`config.mk`:
```
export PLATFORM = sky130hd
export DESIGN_NAME = operand_addressing_unit
export DESIGN_NICKNAME = d
export VERILOG_FILES = /design/src/rtl/oau_pkg.sv /design/src/rtl/oau_if.sv /design/src/rtl/oau_ea_calc.sv /design/src/rtl/operand_addressing_unit.sv
export VERILOG_INCLUDE_DIRS = /design/src /design/src/rtl
export SDC_FILE = /design/constraint.sdc
export NUM_CORES = 2
export LEC_CHECK = 0
export BUFFER_PORTS_ARGS = -buffer_cell sky130_fd_sc_hd__clkbuf_2
export CORE_MARGIN = 2
export CORE_UTILIZATION = 30
export CTS_BUF_LIST = sky130_fd_sc_hd__clkbuf_16
export CTS_CLUSTER_SIZE = 14
export DETAILED_ROUTE_END_ITERATION = 10
export GPL_ROUTABILITY_DRIVEN = 0
export PLACE_DENSITY = 0.5
export SLEW_MARGIN = 20
export SYNTH_ARGS = -nofsm -noshare
export SYNTH_HDL_FRONTEND = slang
export SYNTH_SLANG_ARGS = --single-unit
```
`constraint.sdc`:
```
create_clock -name clk_sys -period 5.5 [get_ports clk_sys]
set_input_delay 1.1 -clock clk_sys [delete_from_list [all_inputs] [get_ports clk_sys]]
set_output_delay 1.1 -clock clk_sys [all_outputs]
set_load 0.05 [all_outputs]
```
`src/rtl/oau_defs.svh`:
```
`ifndef OAU_DEFS_SVH
`define OAU_DEFS_SVH
`define OAU_DATA_W 32
`define OAU_MSB 31
`define OAU_NREG 8
`define OAU_SP_IDX 3'h7
`define OAU_STEP_B 32'h00000001
`define OAU_STEP_W 32'h00000002
`define OAU_STEP_L 32'h00000004
`define OAU_STEP_SPB 32'h00000002
`define OAU_LONG_OFS 32'h00000002
`define OAU_QUICK_LSB 9
`define OAU_QUICK_W 3
`endif

```
`src/rtl/oau_pkg.sv`:
```
package oau_pkg;
    typedef enum logic [1:0] {OAU_SZ_BYTE, OAU_SZ_WORD, OAU_SZ_LONG,
        OAU_SZ_BIT} oau_size_e;
    typedef enum logic [3:0] {
        OAU_M_DREG, OAU_M_AREG, OAU_M_IND, OAU_M_POST, OAU_M_PRE,
        OAU_M_OFS, OAU_M_IDX, OAU_M_ABSW, OAU_M_ABSL, OAU_M_PCOFS,
        OAU_M_PCIDX, OAU_M_IMM, OAU_M_QUICK, OAU_M_IMPL
    } oau_mode_e;
    typedef enum logic [1:0] {OAU_I_SR, OAU_I_USP, OAU_I_SSP,
        OAU_I_PC} oau_impl_e;
endpackage : oau_pkg

```
`src/rtl/oau_if.sv`:
```
`timescale 1ns/1ps
// Carries the address computation request and its answer
interface oau_if;
    logic [31:0] base;
    logic [31:0] indexVal;
    logic [15:0] extWord0;
    logic [15:0] extWord1;
    logic [3:0] mode;
    logic [1:0] size;
    logic isStack;
    logic [31:0] effectiveAddr;
    logic [31:0] regUpdate;
    logic regUpdEn;
    logic misaligned;
    modport calc (input base, indexVal, extWord0, extWord1, mode, size,
        isStack, output effectiveAddr, regUpdate, regUpdEn, misaligned);
    modport user (output base, indexVal, extWord0, extWord1, mode, size,
        isStack, input effectiveAddr, regUpdate, regUpdEn, misaligned);
endinterface : oau_if

```
`src/rtl/oau_ea_calc.sv`:
```
`timescale 1ns/1ps
`include "oau_defs.svh"
module oau_ea_calc
    import oau_pkg::*;
(
    // Request and answer
    oau_if.calc ea
);
    oau_mode_e mode;
    oau_size_e size;
    logic [31:0] step;
    logic [31:0] shortDisp;
    logic [31:0] longDisp;
    logic [31:0] decBase;
    logic multiByte;

    // Operand step and sign-extended displacements
    assign mode = oau_mode_e'(ea.mode);
    assign size = oau_size_e'(ea.size);
    assign step = (size == OAU_SZ_LONG) ? `OAU_STEP_L :
        (size == OAU_SZ_WORD) ? `OAU_STEP_W :
        ea.isStack ? `OAU_STEP_SPB : `OAU_STEP_B;
    assign shortDisp = {{24{ea.extWord0[7]}}, ea.extWord0[7:0]};
    assign longDisp = {{16{ea.extWord0[15]}}, ea.extWord0};
    assign decBase = ea.base - step;
    assign multiByte = (size == OAU_SZ_WORD) || (size == OAU_SZ_LONG);

    // Effective address by mode
    always_comb begin
        ea.effectiveAddr = ea.base;
        ea.regUpdate = ea.base;
        ea.regUpdEn = 1'b0;
        unique case (mode)
            OAU_M_POST: begin
                ea.regUpdate = ea.base + step;
                ea.regUpdEn = 1'b1;
            end
            OAU_M_PRE: begin
                ea.effectiveAddr = decBase;
                ea.regUpdate = decBase;
                ea.regUpdEn = 1'b1;
            end
            OAU_M_OFS, OAU_M_PCOFS: begin
                ea.effectiveAddr = ea.base + longDisp;
            end
            OAU_M_IDX, OAU_M_PCIDX: begin
                ea.effectiveAddr = ea.base + ea.indexVal + shortDisp;
            end
            OAU_M_ABSW: begin
                ea.effectiveAddr = longDisp;
            end
            OAU_M_ABSL: begin
                ea.effectiveAddr = {ea.extWord0, ea.extWord1};
            end
            default: begin
            end
        endcase
    end

    // Multibyte memory accesses must sit on even addresses
    assign ea.misaligned = multiByte && ea.effectiveAddr[0] &&
        (mode inside {OAU_M_IND, OAU_M_POST, OAU_M_PRE, OAU_M_OFS,
        OAU_M_IDX, OAU_M_ABSW, OAU_M_ABSL, OAU_M_PCOFS,
        OAU_M_PCIDX});
endmodule : oau_ea_calc

```
`src/rtl/operand_addressing_unit.sv`:
```
`timescale 1ns/1ps
`include "oau_defs.svh"
module operand_addressing_unit
    import oau_pkg::*;
(
    // Clock and reset
    input wire logic clk_sys,
    input wire logic rstn,
    // Operation request
    input wire logic opValid,
    input wire logic [3:0] opMode,
    input wire logic [1:0] opSize,
    input wire logic [2:0] opReg,
    input wire logic opIdxIsAddr,
    input wire logic [2:0] opIdxReg,
    input wire logic opIdxLong,
    input wire logic [1:0] opImplSel,
    input wire logic [15:0] opcodeWord,
    input wire logic [15:0] extWord0,
    input wire logic [15:0] extWord1,
    input wire logic [4:0] opBitNum,
    input wire logic supervisorMode,
    input wire logic [31:0] progCounter,
    input wire logic [15:0] statusReg,
    // Register write request
    input wire logic wrValid,
    input wire logic wrIsAddr,
    input wire logic [2:0] wrReg,
    input wire logic [1:0] wrSize,
    input wire logic [31:0] wrData,
    // Answer
    output logic resValid,
    output logic [31:0] effectiveAddr,
    output logic [31:0] operandVal,
    output logic opRefused,
    output logic misaligned,
    // Memory byte lanes
    input wire logic [31:0] memLong,
    output logic [31:0] memHighWordAddr,
    output logic [31:0] memLowWordAddr,
    output logic [7:0] memEvenByte,
    output logic [7:0] memOddByte
);
    logic [31:0] dataRegs [`OAU_NREG];
    logic [31:0] addrRegs [`OAU_NREG];
    logic [31:0] userStackPtr_reg;
    logic [31:0] supervisorStackPtr_reg;
    logic resValid_reg;
    logic [31:0] ea_reg;
    logic [31:0] val_reg;
    logic refused_reg;
    logic misal_reg;
    logic [31:0] memHi_reg;
    logic [31:0] memLo_reg;
    logic [7:0] memEven_reg;
    logic [7:0] memOdd_reg;
    oau_if eaBus();
    oau_mode_e mode;
    oau_size_e size;
    logic [31:0] activeSp;
    logic [31:0] baseAddr;
    logic [31:0] dataSel;
    logic [31:0] idxRaw;
    logic [31:0] idxVal;
    logic [31:0] srcVal;
    logic [31:0] immVal;
    logic [31:0] quickVal;
    logic [31:0] implVal;
    logic [31:0] valNext;
    logic byteToAddr;
    logic wrByteToAddr;
    logic [31:0] wrAddrVal;
    logic [31:0] chkStep;

    // Reads an address register or the active stack pointer
    // Register value comes in as an argument so callers track changes
    function automatic logic [31:0] readAddr(input logic [2:0] idx,
        input logic [31:0] sp, input logic [31:0] av);
        readAddr = (idx == `OAU_SP_IDX) ? sp : av;
    endfunction : readAddr

    // Merges a sized value into the low part of a data register; bit size XORs the whole value in
    function automatic logic [31:0] mergeLow(input logic [31:0] old,
        input logic [31:0] val, input oau_size_e sz);
        unique case (sz)
            OAU_SZ_BYTE: mergeLow = {old[31:8], val[7:0]};
            OAU_SZ_WORD: mergeLow = {old[31:16], val[15:0]};
            OAU_SZ_LONG: mergeLow = val;
            OAU_SZ_BIT: mergeLow = val ^ old;
        endcase
    endfunction : mergeLow

    // Operand view of a register value by size
    function automatic logic [31:0] sizeView(input logic [31:0] v,
        input oau_size_e sz, input logic [4:0] bitNum);
        unique case (sz)
            OAU_SZ_BYTE: sizeView = {24'h000000, v[7:0]};
            OAU_SZ_WORD: sizeView = {16'h0000, v[15:0]};
            OAU_SZ_LONG: sizeView = v;
            OAU_SZ_BIT: sizeView = {31'h00000000, v[bitNum]};
        endcase
    endfunction : sizeView

    // Request decode and register selection
    assign mode = oau_mode_e'(opMode);
    assign size = oau_size_e'(opSize);
    assign activeSp = supervisorMode ? supervisorStackPtr_reg :
        userStackPtr_reg;
    assign baseAddr = (mode == OAU_M_PCOFS || mode == OAU_M_PCIDX) ?
        progCounter :
        readAddr(opReg, activeSp, addrRegs[opReg]);
    assign dataSel = dataRegs[opReg];
    assign idxRaw = opIdxIsAddr ?
        readAddr(opIdxReg, activeSp, addrRegs[opIdxReg]) :
        dataRegs[opIdxReg];
    assign idxVal = opIdxLong ? idxRaw :
        {{16{idxRaw[15]}}, idxRaw[15:0]};
    assign byteToAddr = (size == OAU_SZ_BYTE || size == OAU_SZ_BIT) &&
        (mode == OAU_M_AREG);

    // Address calculation
    assign eaBus.base = baseAddr;
    assign eaBus.indexVal = idxVal;
    assign eaBus.extWord0 = extWord0;
    assign eaBus.extWord1 = extWord1;
    assign eaBus.mode = opMode;
    assign eaBus.size = opSize;
    assign eaBus.isStack = (opReg == `OAU_SP_IDX);
    oau_ea_calc u_calc (
        .ea(eaBus)
    );

    // Immediate, quick and implied operands
    assign immVal = (size == OAU_SZ_LONG) ? {extWord0, extWord1} :
        (size == OAU_SZ_WORD) ? {16'h0000, extWord0} :
        {24'h000000, extWord0[7:0]};
    assign quickVal = {29'h00000000,
        opcodeWord[`OAU_QUICK_LSB +: `OAU_QUICK_W]};
    assign implVal = (opImplSel == OAU_I_SR) ? {16'h0000, statusReg} :
        (opImplSel == OAU_I_USP) ? userStackPtr_reg :
        (opImplSel == OAU_I_SSP) ? supervisorStackPtr_reg :
        progCounter;
    assign srcVal = (mode == OAU_M_AREG) ?
        ((size == OAU_SZ_WORD) ? {16'h0000, baseAddr[15:0]} : baseAddr) :
        sizeView(dataSel, size, opBitNum);
    assign valNext = (mode == OAU_M_IMM) ? immVal :
        (mode == OAU_M_QUICK) ? quickVal :
        (mode == OAU_M_IMPL) ? implVal :
        (mode == OAU_M_AREG || mode == OAU_M_DREG) ? srcVal :
        sizeView(memLong, size, opBitNum);

    // Address destination value, word sign-extended
    assign wrAddrVal = (wrSize == OAU_SZ_WORD) ?
        {{16{wrData[15]}}, wrData[15:0]} : wrData;
    assign wrByteToAddr = wrIsAddr &&
        (wrSize == OAU_SZ_BYTE || wrSize == OAU_SZ_BIT);

    // Data register file
    always_ff @(posedge clk_sys or negedge rstn) begin
        if (!rstn) begin
            for (int i = 0; i < `OAU_NREG; i++) begin
                dataRegs[i] <= 32'h00000000;
            end
        end else if (wrValid && !wrIsAddr) begin
            dataRegs[wrReg] <= mergeLow(dataRegs[wrReg], wrData,
                oau_size_e'(wrSize));
        end
    end

    // Address registers and both stack pointers
    always_ff @(posedge clk_sys or negedge rstn) begin
        if (!rstn) begin
            for (int i = 0; i < `OAU_NREG; i++) begin
                addrRegs[i] <= 32'h00000000;
            end
            userStackPtr_reg <= 32'h00000000;
            supervisorStackPtr_reg <= 32'h00000000;
        end else if (wrValid && wrIsAddr && !wrByteToAddr) begin
            if (wrReg != `OAU_SP_IDX) begin
                addrRegs[wrReg] <= wrAddrVal;
            end else if (supervisorMode) begin
                supervisorStackPtr_reg <= wrAddrVal;
            end else begin
                userStackPtr_reg <= wrAddrVal;
            end
        end else if (opValid && eaBus.regUpdEn) begin
            if (opReg != `OAU_SP_IDX) begin
                addrRegs[opReg] <= eaBus.regUpdate;
            end else if (supervisorMode) begin
                supervisorStackPtr_reg <= eaBus.regUpdate;
            end else begin
                userStackPtr_reg <= eaBus.regUpdate;
            end
        end
    end

    // Answer registers
    always_ff @(posedge clk_sys or negedge rstn) begin
        if (!rstn) begin
            resValid_reg <= 1'b0;
            ea_reg <= 32'h00000000;
            val_reg <= 32'h00000000;
            refused_reg <= 1'b0;
            misal_reg <= 1'b0;
        end else begin
            resValid_reg <= opValid;
            refused_reg <= opValid && byteToAddr;
            misal_reg <= opValid && eaBus.misaligned;
            if (opValid) begin
                ea_reg <= eaBus.effectiveAddr;
                val_reg <= valNext;
            end
        end
    end

    // Memory word addresses and byte lanes of the answer
    always_ff @(posedge clk_sys or negedge rstn) begin
        if (!rstn) begin
            memHi_reg <= 32'h00000000;
            memLo_reg <= 32'h00000000;
            memEven_reg <= 8'h00;
            memOdd_reg <= 8'h00;
        end else if (opValid) begin
            memHi_reg <= {eaBus.effectiveAddr[31:1], 1'b0};
            memLo_reg <= {eaBus.effectiveAddr[31:1], 1'b0} +
                `OAU_LONG_OFS;
            memEven_reg <= valNext[15:8];
            memOdd_reg <= valNext[7:0];
        end
    end

    assign resValid = resValid_reg;
    assign effectiveAddr = ea_reg;
    assign operandVal = val_reg;
    assign opRefused = refused_reg;
    assign misaligned = misal_reg;
    assign memHighWordAddr = memHi_reg;
    assign memLowWordAddr = memLo_reg;
    assign memEvenByte = memEven_reg;
    assign memOddByte = memOdd_reg;

    // Address step the rules give, kept apart from the calculator
    assign chkStep = (size == OAU_SZ_LONG) ? `OAU_STEP_L :
        (size == OAU_SZ_WORD) ? `OAU_STEP_W :
        (opReg == `OAU_SP_IDX) ? `OAU_STEP_SPB : `OAU_STEP_B;
endmodule : operand_addressing_unit

```
* Word level (Yosys, flattened, before mapping)
Index checks and enable logic that the tools add are counted.
Operators by class: add/sub/neg operators 6, $lt $le $gt $ge 6, eq/ne operators 31, multiplexer cells 70, bitwise operators 4, reduce and logical (&&, ||, !) cells 33
Operator list (count):
- two-way mux 32 bit | 44
- two-way mux 256 bit | 4
- bitwise mux 256 bit | 3
- binary-select mux 32 bit (select 3 bit) | 5
- one-hot mux 32 bit (4 select lines) | 3
- demux 32 bit (select 3 bit) | 2
- one-hot mux 32 bit (5 select lines) | 1
- adder 32 bit | 4
- one-hot mux 32 bit (2 select lines) | 1
- adder 32 x 2 -> 32 bit, second input constant | 1
- subtractor 32 bit | 1
- bitwise XOR 32 bit | 1
- == test 4 bit, second input constant | 6
- == test 4 x 3 -> 1 bit, second input constant | 4
- two-way mux 16 bit | 1
- greater-or-equal comparator 4 bit, second input constant | 3
- logical AND 1 bit | 12
- NOT 3 -> 4 bit | 3
- binary-select mux 1 bit (select 5 bit) | 2
- == test 2 bit, second input constant | 5
- AND reduction 5 bit | 2
- nonzero test 9 bit | 1
- == test 4 x 2 -> 1 bit, second input constant | 2
- < comparator 4 x 1 -> 1 bit, second input constant | 2
- 16 further kinds | 37
Storage, ports and cells: bits in registers 722, input port bits 192, output and inout bits 147, logic and storage cells 177

* Depth between registers and ports, before layout
depth in word-level cells 13, depth in mapped cells 32, depth with buffers taken out 22

* Modules after synthesis
Synthesis repeated with hierarchy kept, for this count alone.
Unflattened totals: cell total of the unflattened synthesis 5241, area, all modules 46932.5 µm²
Modules (own cells, without submodules):
- operand_addressing_unit | instances 1, cells each 4290, area each 40199.8 µm²
- oau_ea_calc | instances 1, cells each 951, area each 6732.7 µm²

* Worst setup path after synthesis
No wires, ideal clock.
kind input to register, start point input opIdxReg[0], end point register memLo_reg[31] (netlist: memLowWordAddr[31]), library setup time 69 ps, arrival 7960 ps, path slack -2529 ps, stages 25, buffers on the path 5, path through clkbuf_1 > clkbuf_1 > buf_1 > buf_1 > mux4_2 > a211oi_1 > a21oi_1 > fa_1 > ha_1 > inv_1 > fa_1 > nand2b_1 > a21oi_1 > o21ai_0 > a211o_1 > and3b_1 > o31a_1 > nand3b_1 > o221ai_1 > nor4b_4 > nand2_2 > or3_1 > clkbuf_2 > or4_1 > nand3_1
Between the ends: longest elaborated chain between the ends 11, elaborated cells between the ends (all ways) 15, classes of those cells 3 x add/sub; 1 x eq/ne; 10 x mux; 1 x bitwise
Ends and longest elaborated chain:
- start: declaration | line operand_addressing_unit.sv:15 | input wire logic [2:0] opIdxReg,
- NOT 3 -> 4 bit (not written as such) | line operand_addressing_unit.sv:114, operand_addressing_unit.sv:115
- binary-select mux 32 bit (select 3 bit) | line operand_addressing_unit.sv:114 | readAddr(opIdxReg, activeSp, addrRegs[opIdxReg]) :
- two-way mux 32 bit (not written as such) (2 in a row) | line operand_addressing_unit.sv:114
- two-way mux 32 bit | line operand_addressing_unit.sv:79 | readAddr = (idx == `OAU_SP_IDX) ? sp : av;
- two-way mux 32 bit * | line operand_addressing_unit.sv:113 | assign idxRaw = opIdxIsAddr ?
- two-way mux 32 bit * | line operand_addressing_unit.sv:116 | assign idxVal = opIdxLong ? idxRaw :
- adder 32 bit * (2 in a row) | line oau_ea_calc.sv:47 | ea.effectiveAddr = ea.base + ea.indexVal + shortDisp;
- one-hot mux 32 bit (5 select lines) * | line oau_ea_calc.sv:33 | unique case (mode)
- adder 32 x 2 -> 32 bit (no line) *
- end signal: assignment | line operand_addressing_unit.sv:225 | memLo_reg <= {eaBus.effectiveAddr[31:1], 1'b0} +
- end: declaration | line operand_addressing_unit.sv:54 | logic [31:0] memLo_reg;
Every way passes the cells marked *; elsewhere a longest branch is shown, timed or not. The select of a mux whose other input is x is not followed. A chain may end at the register's enable or synchronous reset.

* Worst setup path after layout
start point input supervisorMode, end point register memLo_reg[31] (netlist: memLowWordAddr[31])
Between the ends: longest elaborated chain between the ends 8, elaborated cells between the ends (all ways) 12, classes of those cells 5 x add/sub; 7 x mux
Ends and longest elaborated chain:
- start: declaration | line operand_addressing_unit.sv:22 | input wire logic supervisorMode,
- two-way mux 32 bit * | line operand_addressing_unit.sv:107 | assign activeSp = supervisorMode ? supervisorStackPtr_reg :
- two-way mux 32 bit | line operand_addressing_unit.sv:79
- two-way mux 32 bit | line operand_addressing_unit.sv:113
- two-way mux 32 bit | line operand_addressing_unit.sv:116
- adder 32 bit (2 in a row) | line oau_ea_calc.sv:47
- one-hot mux 32 bit (5 select lines) * | line oau_ea_calc.sv:33
- adder 32 x 2 -> 32 bit (no line) *
Every way passes the cells marked *; elsewhere a longest branch is shown, timed or not.

==> flow_summary.toml <==
[status]
status = "finished, violations left"
failed_checks = "setup timing"

[global_routing]
grt_max_degree = 112
track_usage = 0.307
grt_pass1_wl_mm = 362
grt_remaining_overflow = 0
antenna_found_initial = 24
grt_pass1_vias = 49400

[setup_path]
cp_cell_sequence = "clkbuf_16, buf_12, mux2_4, mux4_2, mux4_2, fa_2, ha_4, buf_4, nand2_2, nor3_4, a211oi_4, buf_6, o221ai_4, or4b_4, a21oi_2, nor3_2, a21oi_1, o21ai_1, and4b_2, buf_4, nand2_1, or4_4, nand3_2"
endpoint_kind = "flip-flop"
crit_fanout = 5
critical_path_required_ns = 6.12
cp_slowest_stage_delay_ns = 0.61
slowest_stage = "fa_2"
worst_r2r_path_depth = 21
cp.arrival_ns = 6.70
worst-setup-path-type = "in2reg"
start_kind = "input pin"

[drt]
vias = 51300
routed_wl_mm = 255
vias_per_cell = 6.08
wl_per_cell_um = 30.3
drt_iter0_drc = 6765
drtAntennaViolNets = 0
drt_pass1_iterations = 11
route.detailed.drc = 0

[min_path]
hold_class = "in2async"

[clock_tree]
insertion_delay_ns = 0.73
cts-root-buf = "clkbuf_16"
clock_path_buffers = 3
numCtsBuffers = 80
ctsHoldBuffers = 0
htree_num_levels = 3
tritoncts_num_sinks = 642
clk_pin_slew_ns = 0.06
tritoncts = "done"

[floorplanning]
initial_core_util = 0.301
die_h_um = 402
ios = 339
die_w_um = 402
die-area_um2 = 161000
rows = 146
core_area_um2 = 158000

[pwr]
pwr-share-seq = 0.290
internal_power_uw = 13900
pwr-share-clk = 0.218
vdd_drop_max_mv = 0.240
p_sw_uw = 9970
power_density_nw_per_um2 = 380
p_leak_uw = 0.0272
p_sw_frac = 0.417
power_frac_comb = 0.491

[final_layout]
largest-register = "dataRegs"
largest_reg_flops = 256
final_util = 0.399
fillers = 15800
multi_input_area_um2 = 30600
final-seq-area_um2 = 16100
top_regs = "dataRegs: 256 flops, addrRegs: 224 flops"
layout-drive-gt1-share = 0.341
area_growth_pct = 32.6
nets = 6584

[sta]
fmax_ghz = 0.164
fin_crit_ns = 6.08
setup_tns_ns = -7.42
clock_skew_ns = 0.0573
slew_violations = 0
slew_headroom = 0.219
fin_hold_ws_ns = 0.469
hold_viol = 0
setup_viol = 24
worstMarginPinSlew_ns = 1.17
period_share = 1.11
rsz0062_at_grt = "yes"
setup_ws_ns = -0.580

[yosys]
synth-warning-count = 0
yosysTopAreaCell = "dfrtp_1"
synthArstFlopShare = 1.00
yosysUniqueCellTypes = 119
netlist_area_um2 = 47500
synth_top_area_frac = 0.338
yosysMostFrequentCell = "nor2_1"
synth-main-ff-cell = "dfrtp_1"
synth_edf_count = 0
synth_commonest_cells = "nor2_1, dfrtp_1, nand2_1"
postSynthCellCount = 5289
synth-seq-cells = 642
synthTopCellsByArea = "dfrtp_1, mux4_2, nor2_1"
ys_seq_area_frac = 0.338
syn_area_per_cell_um2 = 8.98

[place]
hpwl_mm = 190
portBuffers = 323

[run]
drv_cap = 0
[cell type report]
| cell class | instances | share of cell area |
|---|---|---|
| clock inverter | 66 | 0.00810 |
| timing repair buffer | 1406 | 0.173 |
| inverter | 77 | 0.00463 |
| antenna | 8 | 0.000318 |
| clock buffer | 80 | 0.0318 |
| multi-input combinational | 4074 | 0.486 |
| sequential | 642 | 0.255 |
| tap | 2072 | 0.0412 |
[logic make-up after synthesis]
group	share of synthesized area
simple gates	0.156
other cells	0.0000790
mux	0.151
compound gates	0.251
flops	0.338
xor+xnor	0.0153
fa+ha+maj	0.0348
buf+inv	0.0532
[cell usage in the layout (no fill, tap or decap), types with 74 or more instances in the layout]
cell	synthesis	layout
buf_4	57	986
nor2_1	715	697
dfrtp_1	642	642
nand2_1	507	498
o21ai_0	422	396
a21oi_1	400	360
clkbuf_2	1	316
a221oi_1	239	236
mux4_2	212	212
a22oi_1	202	201
mux2i_1	123	116
mux2_2	97	88
clkbuf_16	0	81
inv_1	67	78
buf_12	0	74
[power by group through the flow]
| stage | sequential [uW] | combinational [uW] | clock [uW] |
|---|---|---|---|
| after floorplan | 7120 | 5630 | 0 |
| after global placement | 6950 | 10600 | 0 |
| after detailed placement | 6990 | 10600 | 0 |
| after CTS | 6910 | 11100 | 5300 |
| after global routing | 7080 | 12400 | 5460 |
| final | 6940 | 11800 | 5220 |
[worst max-delay path, delay by kind of cell]
| family | cells | cell delay, ns |
|---|---|---|
| AOI/OAI and AO/OA | 5 | 0.85 |
| and+or+nand+nor | 8 | 1.78 |
| adders and majority gates | 2 | 0.83 |
| buffers and inverters | 5 | 0.73 |
| muxes | 3 | 1.37 |
[per-layer routing]
metal,global-route usage,part of all wire,vias to the layer above
li1,-,-,21900
met1,0.390,0.39,25200
met2,0.470,0.43,3361
met3,0.0907,0.12,758
met4,0.160,0.063,28
met5,0,0.00075,-
[final timing paths]
| path | endpoint | slack, ns | start |
|---|---|---|---|
| max | memLowWordAddr[31] | -0.58 | supervisorMode |
| min in group clk_sys | memLowWordAddr[1] | 0.49 | memLowWordAddr[1] |
| max in group asynchronous | dataRegs[124] | 3.67 | rstn |
| min reg2reg | memLowWordAddr[1] | 0.49 | memLowWordAddr[1] |
| max reg2reg | memLowWordAddr[31] | -0.28 | supervisorStackPtr_reg[7] |
| min | operandVal[2] | 0.47 | rstn |
[stage by stage]
step / cells / setup slack, ns / power [uW] / area (um^2)
4_1_cts: 8392 / -0.474 / 23300 / 62300
5_1_grt: 8417 / -0.668 / 25000 / 63000
2_1_floorplan: 5290 / -1.20 / 12800 / 48000
3_3_place_gp: 8218 / -1.56 / 17500 / 58800
6_report: 8425 / -0.580 / 23900 / 63000
3_5_place_dp: 8218 / -1.54 / 17600 / 58800
[what timing repair did]
action / in CTS / in global routing
resized for setup: 144 / 106
setup buffers: 28 / 25
cloned: 2 / 0
pin swaps: 66 / 69
setup endpoints to repair: 31 / 50
No activity file was read; power rests on OpenSTA's default activity.
